`config.mk`:
```
export PLATFORM = sky130hd
export DESIGN_NAME = pos_supervisor
export DESIGN_NICKNAME = d
export VERILOG_FILES = /design/src/hdl/pos_pkg.sv /design/src/hdl/pos_supervisor.sv
export SDC_FILE = /design/constraint.sdc
export NUM_CORES = 2
export LEC_CHECK = 0
export ABC_AREA = 1
export BUFFER_PORTS_ARGS = -buffer_cell sky130_fd_sc_hd__buf_4
export CORE_ASPECT_RATIO = 0.6
export CORE_MARGIN = 3
export CORE_UTILIZATION = 35
export DETAILED_ROUTE_END_ITERATION = 8
export MAX_ROUTING_LAYER = met4
export PLACE_DENSITY_LB_ADDON = 0.08
export SYNTH_ARGS = -nofsm -noshare
export SYNTH_HDL_FRONTEND = slang
export SYNTH_SLANG_ARGS = --single-unit
```
`constraint.sdc`:
```
create_clock -name pclk -period 22.6 [get_ports pclk]
set_clock_uncertainty 0.2 [all_clocks]
set_input_delay 1.13 -clock pclk [delete_from_list [all_inputs] [get_ports pclk]]
set_output_delay 1.13 -clock pclk [all_outputs]
set_load 0.01 [all_outputs]
```
`src/hdl/pos_pkg.sv`:
```
// package: register map, constants and types of the output supervisor
// Operation
// - output is enabled from the control pin or from the bus on bit, as configured.
// - control pin polarity is selectable active high or active low by register.
// - a control pin reported open reads as logic high.
// - strap decodes only to table entries; open gives 1.20 V, short 1.00 V.
// - strap is sampled once at initialization; later changes are ignored.
// - a set-point write replaces the strap nominal, still under the ceiling.
// - bus margin select picks nominal, low or high in pin and bus modes.
// - applied set point is the selected value plus signed trim.
// - applied output is clamped to 115% of strap; stored value reads back unchanged.
// - max register may lower the ceiling but never raise it above 115%.
// - over-voltage shuts down at once, then latches or hiccups; hiccup default.
// - under-voltage gives the same latch or hiccup response, hiccup default.
// - in current sharing every fault latches off whatever is configured.
// - power good low in ramp and faults; on above 90%, off below 85%.
// - power good assertion is delayed by a programmable time.
// - power good is open-drain by default, push-pull by configuration.
// - over-current is watched only after ramp-up; latch or hiccup, no delay.
// - reverse current beyond its limit responds like over-current.
// - second phase runs half a period later, doubling the effective rate.
// - sync pin is input or output; by default internal clock, pin ignored.
// - pulse lags sync rising edge by 360 degrees times order over group.
// - order and group are 4-bit; group zero means sixteen steps.
// - bus writes after initialization overwrite the initialized values.
package pos_pkg;
    localparam int CLK_MHZ = 10;
    localparam logic [7:0] OFS_OPERATION = 8'h00;
    localparam logic [7:0] OFS_ONOFF     = 8'h04;
    localparam logic [7:0] OFS_VCMD      = 8'h08;
    localparam logic [7:0] OFS_TRIM      = 8'h0c;
    localparam logic [7:0] OFS_VMAX      = 8'h10;
    localparam logic [7:0] OFS_MLOW      = 8'h14;
    localparam logic [7:0] OFS_MHIGH     = 8'h18;
    localparam logic [7:0] OFS_OVL       = 8'h1c;
    localparam logic [7:0] OFS_UVL       = 8'h20;
    localparam logic [7:0] OFS_PGON      = 8'h24;
    localparam logic [7:0] OFS_OCL       = 8'h28;
    localparam logic [7:0] OFS_UCL       = 8'h2c;
    localparam logic [7:0] OFS_RESP      = 8'h30;
    localparam logic [7:0] OFS_PGDLY     = 8'h34;
    localparam logic [7:0] OFS_USERCFG   = 8'h38;
    localparam logic [7:0] OFS_ILV       = 8'h3c;
    localparam logic [7:0] OFS_STATUS    = 8'h40;
    localparam logic [7:0] OFS_CLEAR     = 8'h44;
    localparam logic [7:0] OFS_VAPP      = 8'h48;
    localparam int OP_ON_BIT   = 0;
    localparam int OP_MRG_LSB  = 1;
    localparam int PIN_MODE_BIT = 0;
    localparam int PIN_POL_BIT = 1;
    localparam int RESP_OV     = 0;
    localparam int RESP_UV     = 1;
    localparam int RESP_OC     = 2;
    localparam int RESP_UC     = 3;
    localparam int RESP_SHARE  = 4;
    localparam int PP_BIT      = 0;
    localparam int SYNC_LSB    = 1;
    localparam int GRP_LSB     = 4;
    localparam logic [1:0] MRG_LOW   = 2'h1;
    localparam logic [1:0] MRG_HIGH  = 2'h2;
    localparam logic [1:0] SYNC_INT  = 2'h0;
    localparam logic [1:0] SYNC_IN   = 2'h1;
    localparam logic [1:0] SYNC_OUT  = 2'h2;
    localparam logic [1:0] ONOFF_RST = 2'h3;
    localparam logic [4:0] RESP_RST  = 5'h00;
    localparam logic [15:0] OCL_RST  = 16'h0578;
    localparam logic [15:0] UCL_RST  = 16'h00c8;
    localparam int PCT_MLOW  = 95;
    localparam int PCT_MHIGH = 105;
    localparam int PCT_OV    = 115;
    localparam int PCT_UV    = 85;
    localparam int PCT_PGON  = 90;
    localparam int PCT_CEIL  = 115;
    localparam int PGDLY_RST_US  = 1000;
    localparam logic [15:0] PGDLY_RST_CYC = 16'(PGDLY_RST_US * CLK_MHZ);
    localparam int HICCUP_US  = 10000;
    localparam int HICCUP_CYC = HICCUP_US * CLK_MHZ;
    localparam int SW_DIV_DEF = 20;
    localparam logic [15:0] STRAP_SHORT_MV = 16'h03e8;
    localparam logic [15:0] STRAP_OPEN_MV  = 16'h04b0;
    localparam logic [4:0]  STRAP_N        = 5'h14;
    localparam logic [15:0] STRAP_TAB [0:19] = '{
        16'h0258, 16'h028a, 16'h02bc, 16'h02ee, 16'h0320, 16'h0352, 16'h0384,
        16'h03b6, 16'h03e8, 16'h041a, 16'h044c, 16'h047e, 16'h04b0, 16'h04e2,
        16'h0514, 16'h0578, 16'h05dc, 16'h0640, 16'h06a4, 16'h0708};

    typedef enum logic [2:0] {PW_OFF, PW_RAMP, PW_ON, PW_HICCUP, PW_LATCH} pos_pwr_t;

    typedef struct packed {
        logic [15:0]        vout_mv;
        logic signed [15:0] iout;
    } pos_meas_t;

    // scale a millivolt value by a whole percentage
    function automatic logic [15:0] pos_pct(input logic [15:0] v, input int p);
        pos_pct = 16'((32'(v) * 32'(p)) / 32'd100);
    endfunction

    // strap index: 0 short, 1..20 table, above that open
    function automatic logic [15:0] pos_strap(input logic [4:0] code);
        if (code == 5'h00)
            pos_strap = STRAP_SHORT_MV;
        else if (code <= STRAP_N)
            pos_strap = STRAP_TAB[code - 5'h01];
        else
            pos_strap = STRAP_OPEN_MV;
    endfunction
endpackage

```
`src/hdl/pos_supervisor.sv`:
```
// module: apb-controlled output supervisor with fault, power good and phase logic
`timescale 1ns/100ps
`default_nettype none
module pos_supervisor
    import pos_pkg::*;
#(
    parameter int HICCUP_CYCLES = HICCUP_CYC,
    parameter int SW_DIV        = SW_DIV_DEF
)(
    input  wire logic        pclk,
    input  wire logic        presetn,
    input  wire logic        psel,
    input  wire logic        penable,
    input  wire logic        pwrite,
    input  wire logic [7:0]  paddr,
    input  wire logic [31:0] pwdata,
    output logic      [31:0] prdata,
    output logic             pready,
    output logic             pslverr,
    input  wire logic [4:0]  strap_code,
    input  wire logic        ctrl_pin,
    input  wire logic        ctrl_pin_open,
    input  wire pos_meas_t   meas,
    output logic             reg_en,
    output logic      [15:0] vout_set,
    output logic             pwm_a_start,
    output logic             pwm_b_start,
    input  wire logic        sync_in,
    output logic             sync_out,
    output logic             sync_oe_n,
    output logic             pg_out,
    output logic             pg_oe_n
);
    typedef struct packed {
        logic        init_done;
        logic        op_on;
        logic [1:0]  op_mrg;
        logic [1:0]  onoff;
        logic [15:0] vcmd;
        logic [15:0] trim;
        logic [15:0] vmax;
        logic [15:0] mlow;
        logic [15:0] mhigh;
        logic [15:0] ovl;
        logic [15:0] uvl;
        logic [15:0] pgon;
        logic [15:0] ocl;
        logic [15:0] ucl;
        logic [4:0]  resp;
        logic [15:0] pgdly;
        logic        pp;
        logic [1:0]  syncm;
        logic [7:0]  ilv;
        logic [15:0] strap_mv;
        logic [15:0] ceil115;
        pos_pwr_t    st;
        logic [3:0]  flt;
        logic [19:0] hic_cnt;
        logic [15:0] pg_cnt;
        logic        pg_ok;
        logic        pg;
        logic        pg_out;
        logic        pg_oe_n;
        logic [15:0] vapp;
        logic [31:0] prdata;
        logic        sync_prev;
        logic [15:0] per_cnt;
        logic [15:0] period;
        logic [23:0] acc;
        logic        fired_a;
        logic        fired_b;
        logic [15:0] int_cnt;
        logic        int_clk;
        logic        pwm_a;
        logic        pwm_b;
    } pos_state_t;

    pos_state_t r;
    pos_state_t n;

    ////////////////////////////////////////////////////////////////////////////////
    // derived combinational terms
    logic        wr;
    logic        mapped;
    logic        pin_lvl;
    logic        en;
    logic [15:0] target;
    logic [15:0] ceil;
    logic [17:0] sum;
    logic [15:0] applied;
    logic        f_ov;
    logic        f_uv;
    logic        f_oc;
    logic        f_uc;
    logic [3:0]  f_now;
    logic        latch;
    logic        src;
    logic        rise;
    logic [4:0]  grp16;
    logic [5:0]  k_b;
    logic [23:0] tgt_a;
    logic [23:0] tgt_b;
    logic [31:0] rd_val;

    assign pready  = 1'b1;
    assign wr      = psel && penable && pwrite;
    assign pslverr = psel && penable && !mapped;

    always_comb
    begin
        mapped = 1'b1;
        rd_val = 32'h0000_0000;
        unique case (paddr)
            OFS_OPERATION: rd_val = {29'h0000_0000, r.op_mrg, r.op_on};
            OFS_ONOFF:     rd_val = {30'h0000_0000, r.onoff};
            OFS_VCMD:      rd_val = {16'h0000, r.vcmd};
            OFS_TRIM:      rd_val = {16'h0000, r.trim};
            OFS_VMAX:      rd_val = {16'h0000, r.vmax};
            OFS_MLOW:      rd_val = {16'h0000, r.mlow};
            OFS_MHIGH:     rd_val = {16'h0000, r.mhigh};
            OFS_OVL:       rd_val = {16'h0000, r.ovl};
            OFS_UVL:       rd_val = {16'h0000, r.uvl};
            OFS_PGON:      rd_val = {16'h0000, r.pgon};
            OFS_OCL:       rd_val = {16'h0000, r.ocl};
            OFS_UCL:       rd_val = {16'h0000, r.ucl};
            OFS_RESP:      rd_val = {27'h000_0000, r.resp};
            OFS_PGDLY:     rd_val = {16'h0000, r.pgdly};
            OFS_USERCFG:   rd_val = {29'h0000_0000, r.syncm, r.pp};
            OFS_ILV:       rd_val = {24'h00_0000, r.ilv};
            OFS_STATUS:    rd_val = {20'h0_0000, 1'b0, 3'(r.st), r.flt, 2'h0, r.pg, r.init_done};
            OFS_CLEAR:     rd_val = 32'h0000_0000;
            OFS_VAPP:      rd_val = {16'h0000, r.vapp};
            default:       mapped = 1'b0;
        endcase
    end

    always_comb
    begin
        // open pin is pulled high
        pin_lvl = ctrl_pin_open ? 1'b1 : ctrl_pin;
        // pin or bus enable, pin polarity selectable
        if (r.onoff[PIN_MODE_BIT])
            en = r.onoff[PIN_POL_BIT] ? pin_lvl : !pin_lvl;
        else
            en = r.op_on;
        // margin select regardless of enable source
        unique case (r.op_mrg)
            MRG_LOW:  target = r.mlow;
            MRG_HIGH: target = r.mhigh;
            default:  target = r.vcmd;
        endcase
        // ceiling can only be lowered by the max register
        ceil = (r.vmax < r.ceil115) ? r.vmax : r.ceil115;
        // trim added as signed value
        sum = 18'(target) + {{2{r.trim[15]}}, r.trim};
        // clamp applies to output only, stored values untouched
        if (sum[17])
            applied = 16'h0000;
        else if (sum[16:0] > 17'(ceil))
            applied = ceil;
        else
            applied = sum[15:0];
    end

    always_comb
    begin
        f_ov = (r.st == PW_RAMP || r.st == PW_ON) && (meas.vout_mv > r.ovl);
        f_uv = (r.st == PW_ON) && (meas.vout_mv < r.uvl);
        // current faults only once ramp-up is done
        f_oc = (r.st == PW_ON) && (meas.iout > $signed(r.ocl));
        f_uc = (r.st == PW_ON) && (meas.iout < -$signed(r.ucl));
        f_now = {f_uc, f_oc, f_uv, f_ov};
        // sharing forces latch-off; otherwise per-fault select
        latch = r.resp[RESP_SHARE] || |(f_now & r.resp[3:0]);
    end

    always_comb
    begin
        // internal clock unless pin configured as input
        src  = (r.syncm == SYNC_IN) ? sync_in : r.int_clk;
        rise = src && !r.sync_prev;
        // group of zero means sixteen
        grp16 = (r.ilv[7:GRP_LSB] == 4'h0) ? 5'h10 : {1'b0, r.ilv[7:GRP_LSB]};
        // lag = period * order / group, by accumulating group per tick
        tgt_a = 24'(r.period) * 24'(r.ilv[3:0]);
        // second phase half a period later
        k_b = 6'({r.ilv[3:0], 1'b0}) + 6'(grp16);
        if (k_b >= 6'({grp16, 1'b0}))
            k_b = k_b - 6'({grp16, 1'b0});
        tgt_b = 24'(r.period) * 24'(k_b);
    end

    ////////////////////////////////////////////////////////////////////////////////
    // next state
    always_comb
    begin
        n       = r;
        n.pwm_a = 1'b0;
        n.pwm_b = 1'b0;

        // one-time strap capture and defaults
        if (!r.init_done)
        begin
            n.init_done = 1'b1;
            n.strap_mv  = pos_strap(strap_code);
            n.ceil115   = pos_pct(n.strap_mv, PCT_CEIL);
            n.vcmd      = n.strap_mv;
            n.vmax      = n.ceil115;
            n.mlow      = pos_pct(n.strap_mv, PCT_MLOW);
            n.mhigh     = pos_pct(n.strap_mv, PCT_MHIGH);
            n.ovl       = pos_pct(n.strap_mv, PCT_OV);
            n.uvl       = pos_pct(n.strap_mv, PCT_UV);
            n.pgon      = pos_pct(n.strap_mv, PCT_PGON);
        end

        if (psel && !penable)
            n.prdata = rd_val;

        // bus writes come after the init load and override it
        if (wr)
        begin
            unique case (paddr)
                OFS_OPERATION:
                begin
                    n.op_on  = pwdata[OP_ON_BIT];
                    n.op_mrg = pwdata[OP_MRG_LSB +: 2];
                end
                OFS_ONOFF:   n.onoff = pwdata[1:0];
                OFS_VCMD:    n.vcmd  = pwdata[15:0];
                OFS_TRIM:    n.trim  = pwdata[15:0];
                OFS_VMAX:    n.vmax  = pwdata[15:0];
                OFS_MLOW:    n.mlow  = pwdata[15:0];
                OFS_MHIGH:   n.mhigh = pwdata[15:0];
                OFS_OVL:     n.ovl   = pwdata[15:0];
                OFS_UVL:     n.uvl   = pwdata[15:0];
                OFS_PGON:    n.pgon  = pwdata[15:0];
                OFS_OCL:     n.ocl   = pwdata[15:0];
                OFS_UCL:     n.ucl   = pwdata[15:0];
                OFS_RESP:    n.resp  = pwdata[4:0];
                OFS_PGDLY:   n.pgdly = pwdata[15:0];
                OFS_USERCFG:
                begin
                    n.pp    = pwdata[PP_BIT];
                    n.syncm = pwdata[SYNC_LSB +: 2];
                end
                OFS_ILV:     n.ilv   = pwdata[7:0];
                OFS_CLEAR:   n.flt   = r.flt & ~pwdata[3:0];
                default:     n.flt   = n.flt;
            endcase
        end

        n.vapp = applied;

        // power sequencing
        unique case (r.st)
            PW_OFF:
                if (r.init_done && en)
                    n.st = PW_RAMP;
            PW_RAMP:
                if (!en)
                    n.st = PW_OFF;
                else if (|f_now)
                    n.st = latch ? PW_LATCH : PW_HICCUP;
                else if (meas.vout_mv >= r.pgon)
                begin
                    n.st     = PW_ON;
                    n.pg_cnt = 16'h0000;
                    n.pg_ok  = 1'b1;
                end
            PW_ON:
                if (!en)
                    n.st = PW_OFF;
                else if (|f_now)
                    n.st = latch ? PW_LATCH : PW_HICCUP;
            PW_HICCUP:
                if (!en)
                    n.st = PW_OFF;
                else if (r.hic_cnt == 20'(HICCUP_CYCLES - 1))
                    n.st = PW_RAMP;
                else
                    n.hic_cnt = r.hic_cnt + 20'h0_0001;
            PW_LATCH:
                // leave on disable or on clear
                if (!en || (wr && paddr == OFS_CLEAR))
                    n.st = PW_OFF;
        endcase
        if (n.st == PW_HICCUP && r.st != PW_HICCUP)
            n.hic_cnt = 20'h0_0000;
        // sticky fault bits: a new fault wins over a clear
        n.flt = n.flt | f_now;

        // power good with delay and hysteresis
        if (r.st == PW_ON)
        begin
            if (r.pg_cnt != r.pgdly)
                n.pg_cnt = r.pg_cnt + 16'h0001;
            if (meas.vout_mv > r.pgon)
                n.pg_ok = 1'b1;
            else if (meas.vout_mv < r.uvl)
                n.pg_ok = 1'b0;
        end
        n.pg = (r.st == PW_ON) && (r.pg_cnt == r.pgdly) && n.pg_ok && !(|f_now);
        // open-drain releases for high, push-pull drives
        n.pg_out  = r.pp ? n.pg : 1'b0;
        n.pg_oe_n = r.pp ? 1'b0 : n.pg;

        // internal switching clock divider
        if (r.int_cnt >= 16'(SW_DIV / 2 - 1))
        begin
            n.int_cnt = 16'h0000;
            n.int_clk = !r.int_clk;
        end
        else
            n.int_cnt = r.int_cnt + 16'h0001;

        // phase placement within each sync period
        n.sync_prev = src;
        if (rise)
        begin
            n.period  = r.per_cnt + 16'h0001;
            n.per_cnt = 16'h0000;
            n.acc     = 24'h00_0000;
            n.fired_a = 1'b0;
            n.fired_b = 1'b0;
        end
        else
        begin
            n.per_cnt = r.per_cnt + 16'h0001;
            n.acc     = r.acc + 24'(grp16);
            if (!r.fired_a && r.acc >= tgt_a)
            begin
                n.fired_a = 1'b1;
                n.pwm_a   = (r.st == PW_RAMP || r.st == PW_ON);
            end
            if (!r.fired_b && {r.acc[22:0], 1'b0} >= tgt_b)
            begin
                n.fired_b = 1'b1;
                n.pwm_b   = (r.st == PW_RAMP || r.st == PW_ON);
            end
        end
    end

    always_ff @(posedge pclk or negedge presetn)
    begin
        if (!presetn)
        begin
            r         <= '0;
            r.st      <= PW_OFF;
            r.onoff   <= ONOFF_RST;
            r.resp    <= RESP_RST;
            r.ocl     <= OCL_RST;
            r.ucl     <= UCL_RST;
            r.pgdly   <= PGDLY_RST_CYC;
            r.pg_oe_n <= 1'b0;
        end
        else
            r <= n;
    end

    ////////////////////////////////////////////////////////////////////////////////
    // outputs
    assign prdata      = r.prdata;
    assign reg_en      = (r.st == PW_RAMP) || (r.st == PW_ON);
    assign vout_set    = r.vapp;
    assign pwm_a_start = r.pwm_a;
    assign pwm_b_start = r.pwm_b;
    assign sync_out    = (r.syncm == SYNC_OUT) && r.int_clk;
    assign sync_oe_n   = (r.syncm != SYNC_OUT);
    assign pg_out      = r.pg_out;
    assign pg_oe_n     = r.pg_oe_n;

    ////////////////////////////////////////////////////////////////////////////////
    // checks
    a_enable_starts: assert property (@(posedge pclk) disable iff (!presetn)
        (r.st == PW_OFF && r.init_done && en) |=> (r.st == PW_RAMP))
        else $error("enable did not start ramp");
    a_strap_frozen: assert property (@(posedge pclk) disable iff (!presetn)
        (r.init_done && $past(r.init_done)) |-> $stable(r.strap_mv))
        else $error("strap value changed after init");
    a_clamp_ceil: assert property (@(posedge pclk) disable iff (!presetn)
        r.init_done |=> (r.vapp <= $past(ceil)) && ($past(ceil) <= $past(r.ceil115)))
        else $error("applied set point above ceiling");
    a_ov_shutdown: assert property (@(posedge pclk) disable iff (!presetn)
        (r.st == PW_ON && f_ov && en) |=> (r.st == PW_HICCUP || r.st == PW_LATCH) && !reg_en)
        else $error("over-voltage did not shut down");
    a_share_latch: assert property (@(posedge pclk) disable iff (!presetn)
        (r.resp[RESP_SHARE] && (|f_now) && en) |=> (r.st == PW_LATCH))
        else $error("sharing fault did not latch");
    a_pg_only_on: assert property (@(posedge pclk) disable iff (!presetn)
        r.pg |-> ($past(r.st) == PW_ON) && ($past(r.pg_cnt) == $past(r.pgdly)))
        else $error("power good outside regulation or before delay");
    a_oc_after_ramp: assert property (@(posedge pclk) disable iff (!presetn)
        $rose(r.flt[RESP_OC]) |-> ($past(r.st) == PW_ON))
        else $error("over-current flagged before ramp complete");
    a_hiccup_wait: assert property (@(posedge pclk) disable iff (!presetn)
        (r.st == PW_RAMP && $past(r.st) == PW_HICCUP)
            |-> ($past(r.hic_cnt) == 20'(HICCUP_CYCLES - 1)))
        else $error("hiccup restart before interval");
    a_sync_ignored: assert property (@(posedge pclk) disable iff (!presetn)
        (r.syncm == SYNC_INT) |-> sync_oe_n && !sync_out && (src == r.int_clk))
        else $error("sync pin used in internal mode");
endmodule
`default_nettype wire

```
# Word-level counts from Yosys, hierarchy flattened
# Memories as Yosys holds them, arrays and structs flattened.
# Cells that the tools add are included.
dict set report word_totals {
  register_bits 387
  latch_bits 0
  ram_bits 0
  rom_bits 512
  output_inout_bits 57
  wordCells 235
  memories 1
}
dict set report classes {
  n_addsub 10
  mul 7
  div 5
  order_cmp 14
  eq_ne 33
  n_shift 0
  n_mux 69
  bitwise 5
  reduce_logical 51
}
# memory depth width rd rd_ports_with_merged_regs write_ports line
set memory_table {}
lappend memory_table {{(no name shown)} 32 16 1 0 0 pos_pkg.sv:104} ;# pos_strap = STRAP_TAB[code - 5'h01];
# cell count
set ops {}
lappend ops {{16-bit 2-to-1 mux} 23}
lappend ops {{16-bit case mux with 18 select lines} 1}
lappend ops {{192-bit 2-to-1 mux} 1}
lappend ops {{23-bit by 7-bit divider with 32-bit output, second input constant} 5}
lappend ops {{96-bit 2-to-1 mux} 1}
lappend ops {{16-bit by 7-bit multiplier with 23-bit output, second input constant} 4}
lappend ops {{17-bit 2-to-1 mux} 5}
lappend ops {{20-bit 2-to-1 mux} 4}
lappend ops {{8-bit by 6-bit equality test with 1-bit output, second input constant} 8}
lappend ops {{16-bit by 1-bit adder with 16-bit output, second input constant} 3}
lappend ops {{16-bit greater-than comparator} 3}
lappend ops {{16-bit < comparator} 3}
lappend ops {{3-bit 2-to-1 mux} 11}
lappend ops {{8-bit by 5-bit equality test with 1-bit output, second input constant} 4}
lappend ops {{16-bit case mux with 2 select lines} 1}
lappend ops {{26-bit 2-to-1 mux} 1}
lappend ops {{24-bit by 5-bit adder with 24-bit output} 1}
lappend ops {{8-bit by 7-bit equality test with 1-bit output, second input constant} 3}
lappend ops {{24-bit by 20-bit greater-or-equal comparator with 1-bit output} 1}
lappend ops {{24-bit by 22-bit greater-or-equal comparator with 1-bit output} 1}
lappend ops {{16-bit by 6-bit multiplier with 22-bit output} 1}
lappend ops {{16-bit by 6-bit multiplier with 22-bit output, second input constant} 1}
lappend ops {{20-bit by 1-bit adder with 20-bit output, second input constant} 1}
lappend ops {{20-bit by 17-bit equality test with 1-bit output, second input constant} 1}
lappend ops {{other kinds (47)} 106}

# Depth between registers and ports, before layout
dict set report depth {
  ltp_word 14
  depth_mapped 124
  ltp_nobuf 119
}

# Worst setup path before layout
# OpenSTA, ideal clock, no wires.
dict set report synth_timing {
  path_type {input -> register}
  startpoint {input strap_code[0]}
  endpoint {register r[333] (netlist bit)}
  setup_time_ps 120
  arrival_ps 15507
  required_time_ps 22280
  slack_ps 6773
  cell_stages 106
  cell_sequence {inv_2 > ha_1 > inv_1 > ha_1 > buf_4 > o21ai_0 > xor2_1 > nor2_1 > o21ai_0 > inv_1 > fa_1 > inv_1 > fa_1 > inv_1 > fa_1 > inv_1 > fa_1 > ha_1 > [70 not listed] > nor2_4 > nand2_2 > nand2_1 > buf_6 > inv_4 > nand2_1 > nand2_2 > nor2_2 > nand2_1 > nand4_2 > buf_6 > nand2_1 > nand2_1 > nand3_1 > nor2_1 > nand3_1 > nand2_1 > a21oi_2}
}
# item line
set synth_rtl {}
lappend synth_rtl {{start: declaration} pos_supervisor.sv:20} ;# input wire logic [4:0] strap_code,
lappend synth_rtl {{end signal: assignment} pos_supervisor.sv:357} ;# r <= n;
lappend synth_rtl {{end: declaration} pos_supervisor.sv:78} ;# pos_state_t r;

==> results_dict.tcl <==
set metrics [dict create \
    grt_pass1_wl_um 322400 \
    cpPeakStageDelay_ns 0.68 \
    drt_iter0_drc 5318 \
    die_h_um 324.5 \
    areaGrowthSynthToFinish_pct 6.443 \
    crit_path_top_delay_cell "inv_1" \
    timing.setup.tns_ns 0 \
    postSynthAreaPerCell_um2 6.544 \
    htreeDepth 2 \
    cp-end-kind "flip-flop" \
    status "complete, no violations" \
    ys_ff_latch 369 \
    nets 9678 \
    synthCells 9042 \
    slew_headroom_pct 9.423 \
    maxCapViolCount 0 \
    hold_path_class "flip-flop to flip-flop" \
    fmaxAchievable_ghz 0.05107 \
    dpl-instance-area_um2 61460 \
    synthArstFlopShare_pct 100.0 \
    port_buffers 108 \
    ys_warn_count 0 \
    wl_per_cell_um 18.56 \
    track_usage_pct 24.11 \
    synth-main-ff-cell "dfrtp_1" \
    stdcell_area_um2 62980 \
    cp_data_arrival_time_ns 19.89 \
    cts_made_buffers 43 \
    clk_latency_ns 0.60 \
    instances_no_fill 11300 \
    tightest_slew_ns 1.359 \
    crit_start "strap_code[0]" \
    start_util_pct 35.36 \
    rows 116 \
    ctsHoldBuffers 0 \
    synth.most_common_cell "nand2_1" \
    critical_path_class "primary input to flip-flop" \
    cts_tree "built" \
    dr.pass1.iters 6 \
    cts_sinks 369 \
    dp.cells 11200 \
    vias 57980 \
    r2r_start "r[212]$_DFFE_PN0P_" \
    post_cts_buffers 0 \
    crit_top_cell "nand2_1" \
    num-fill-cells 18190 \
    seq_area_um2 9258 \
    grt_setup_unrepaired "no" \
    cts.root.buffer_cell "clkbuf_16" \
    antenna_found_initial 19 \
    multi_input_comb_area_um2 43030 \
    critPathRequiredTime_ns 22.91 \
    setup_violations 0 \
    design.die.area_um2 174200 \
    wl_um 209600 \
    drive_gt1_share_pct 12.82 \
    clk_pin_slew_ns 0.06 \
    synth_commonest_cells "2478 x nand2_1, 1279 x inv_1, 637 x nor2_1" \
    drc 0 \
    grt_max_degree 89 \
    timing.final.crit_share_pct 86.64 \
    core-area_um2 167300 \
    io_pins 142 \
    gp_congestion 0.9402 \
    netlist_top_cells_area "nand2_1 16%, dfrtp_1 15%, ha_1 8.9%, inv_1 8.1%, fa_1 5.5%" \
    cts_resized 0 \
    worstHoldStart "r[19]$_DFFE_PN0P_" \
    cts_max_path_buffers 3 \
    dp_hpwl_um 172300 \
    worstPathMaxFanout 18 \
    synth-seq-area-share_pct 15.64 \
    cp-start-kind "primary input" \
    finalHoldViolCount 0 \
    period_needed_ns 19.58 \
    whs_path_depth 1 \
    rr_worst_depth 42 \
    synth.top_cell.area_share_pct 15.72 \
    gr-total-overflow 0 \
    first_global_vias 52580 \
    synthesis.area_um2 59170 \
    antenna_left 0 \
    via_per_inst 5.132 \
    yosysUniqueCellTypes 95 \
    synth_edf_count 0 \
    slew_violations 0 \
    die_w_um 536.8 \
    synth_top_area_cell "nand2_1" \
]
final timing paths:
kind / to / slack [ns]
setup / recovery: r[317]$_DFF_PN0_ / 3.02
hold / removal: pwm_b_start$_DFF_PN0_ / 0.27
setup reg to reg: r[19]$_DFFE_PN0P_ / 12.32
hold reg to reg: pwm_b_start$_DFF_PN0_ / 0.27
max in group asynchronous: r[311]$_DFF_PN0_ / 18.11
min in group asynchronous: r[39]$_DFF_PN0_ / 0.33
flip-flops by register name (all words and copies together) (netlist names):
name,cells
r,333
vout_set,16
pg_oe_n,1
pg_out,1
pwm_a_start,1
prdata,16
pwm_b_start,1
layout make-up:
type | count | share of cell area, %
multi-input combinational | 7064 | 68.32
sequential | 369 | 14.70
inverter | 1375 | 8.260
tap | 2242 | 4.454
clock buffer | 58 | 1.861
timing repair buffer | 155 | 1.859
clock inverter | 19 | 0.4867
antenna | 16 | 0.06357
routing by layer:
metal,vias to the layer above,global-route usage [%],share of wire (%)
met1,27290,38.76,54
met5,-,-,0
met4,0,2.641,0.93
li1,29120,-,-
met3,116,4.118,7.1
met2,1457,31.28,38
cell families after synthesis:
logic type                 Yosys count  synth area share (%)
and+or+nand+nor                   4881                 40.24
xor gates and xnor gates           374                 5.688
DFF                                369                 15.64
other                                2               0.01269
adders and majority gates          585                 14.45
buffers and inverters             1639                 11.88
AOI/OAI and AO/OA                 1192                 12.09
metrics by stage:
stage / setup slack (ns) / utilization (%) / hold slack [ns]
floorplan: 6.773 / - / 0.2296
global placement: 2.973 / 36.73 / 0.2570
detailed placement: 2.707 / 36.73 / 0.2470
CTS: 3.272 / 37.61 / 0.2701
global route: 1.325 / 37.63 / 0.2753
finish: 3.020 / 37.64 / 0.2714
cell usage in the layout (no fill, tap or decap), drive strengths merged, types with 6 or more instances in the layout:
master and count:
and2 16, a211oi 12, clkbuf 58, a221o 16, o21bai 38, o21a 15, o31ai 7, a32o 6
buf 155, nand2 2890, xnor2 92, nor3b 7, a21boi 9, dfstp 16, o2111ai 6, a22oi 26
nand4 226, a21o 17, bufinv 7, a221oi 44, nor3 92, inv 1362, diode 16, o211ai 20
or2 21, conb 32, nor2 781, dfrtp 353, a31oi 73, clkinv 23, o21ai 483, nand3 775
nor4 23, xor2 282, a21oi 361, o22ai 41, fa 164, ha 421, nand3b 40
critical path: cells and delay by family:
kind	cells	cell delay (ns)
AOI/OAI and AO/OA	4	0.92
xor gates and xnor gates	2	0.90
adders and majority gates	7	2.91
buffers and inverters	10	1.55
and+or+nand+nor	75	12.35
Power is left out: the tool's default activity adds up to more than one toggle a clock period on the data nets, which glitch-free logic cannot reach.
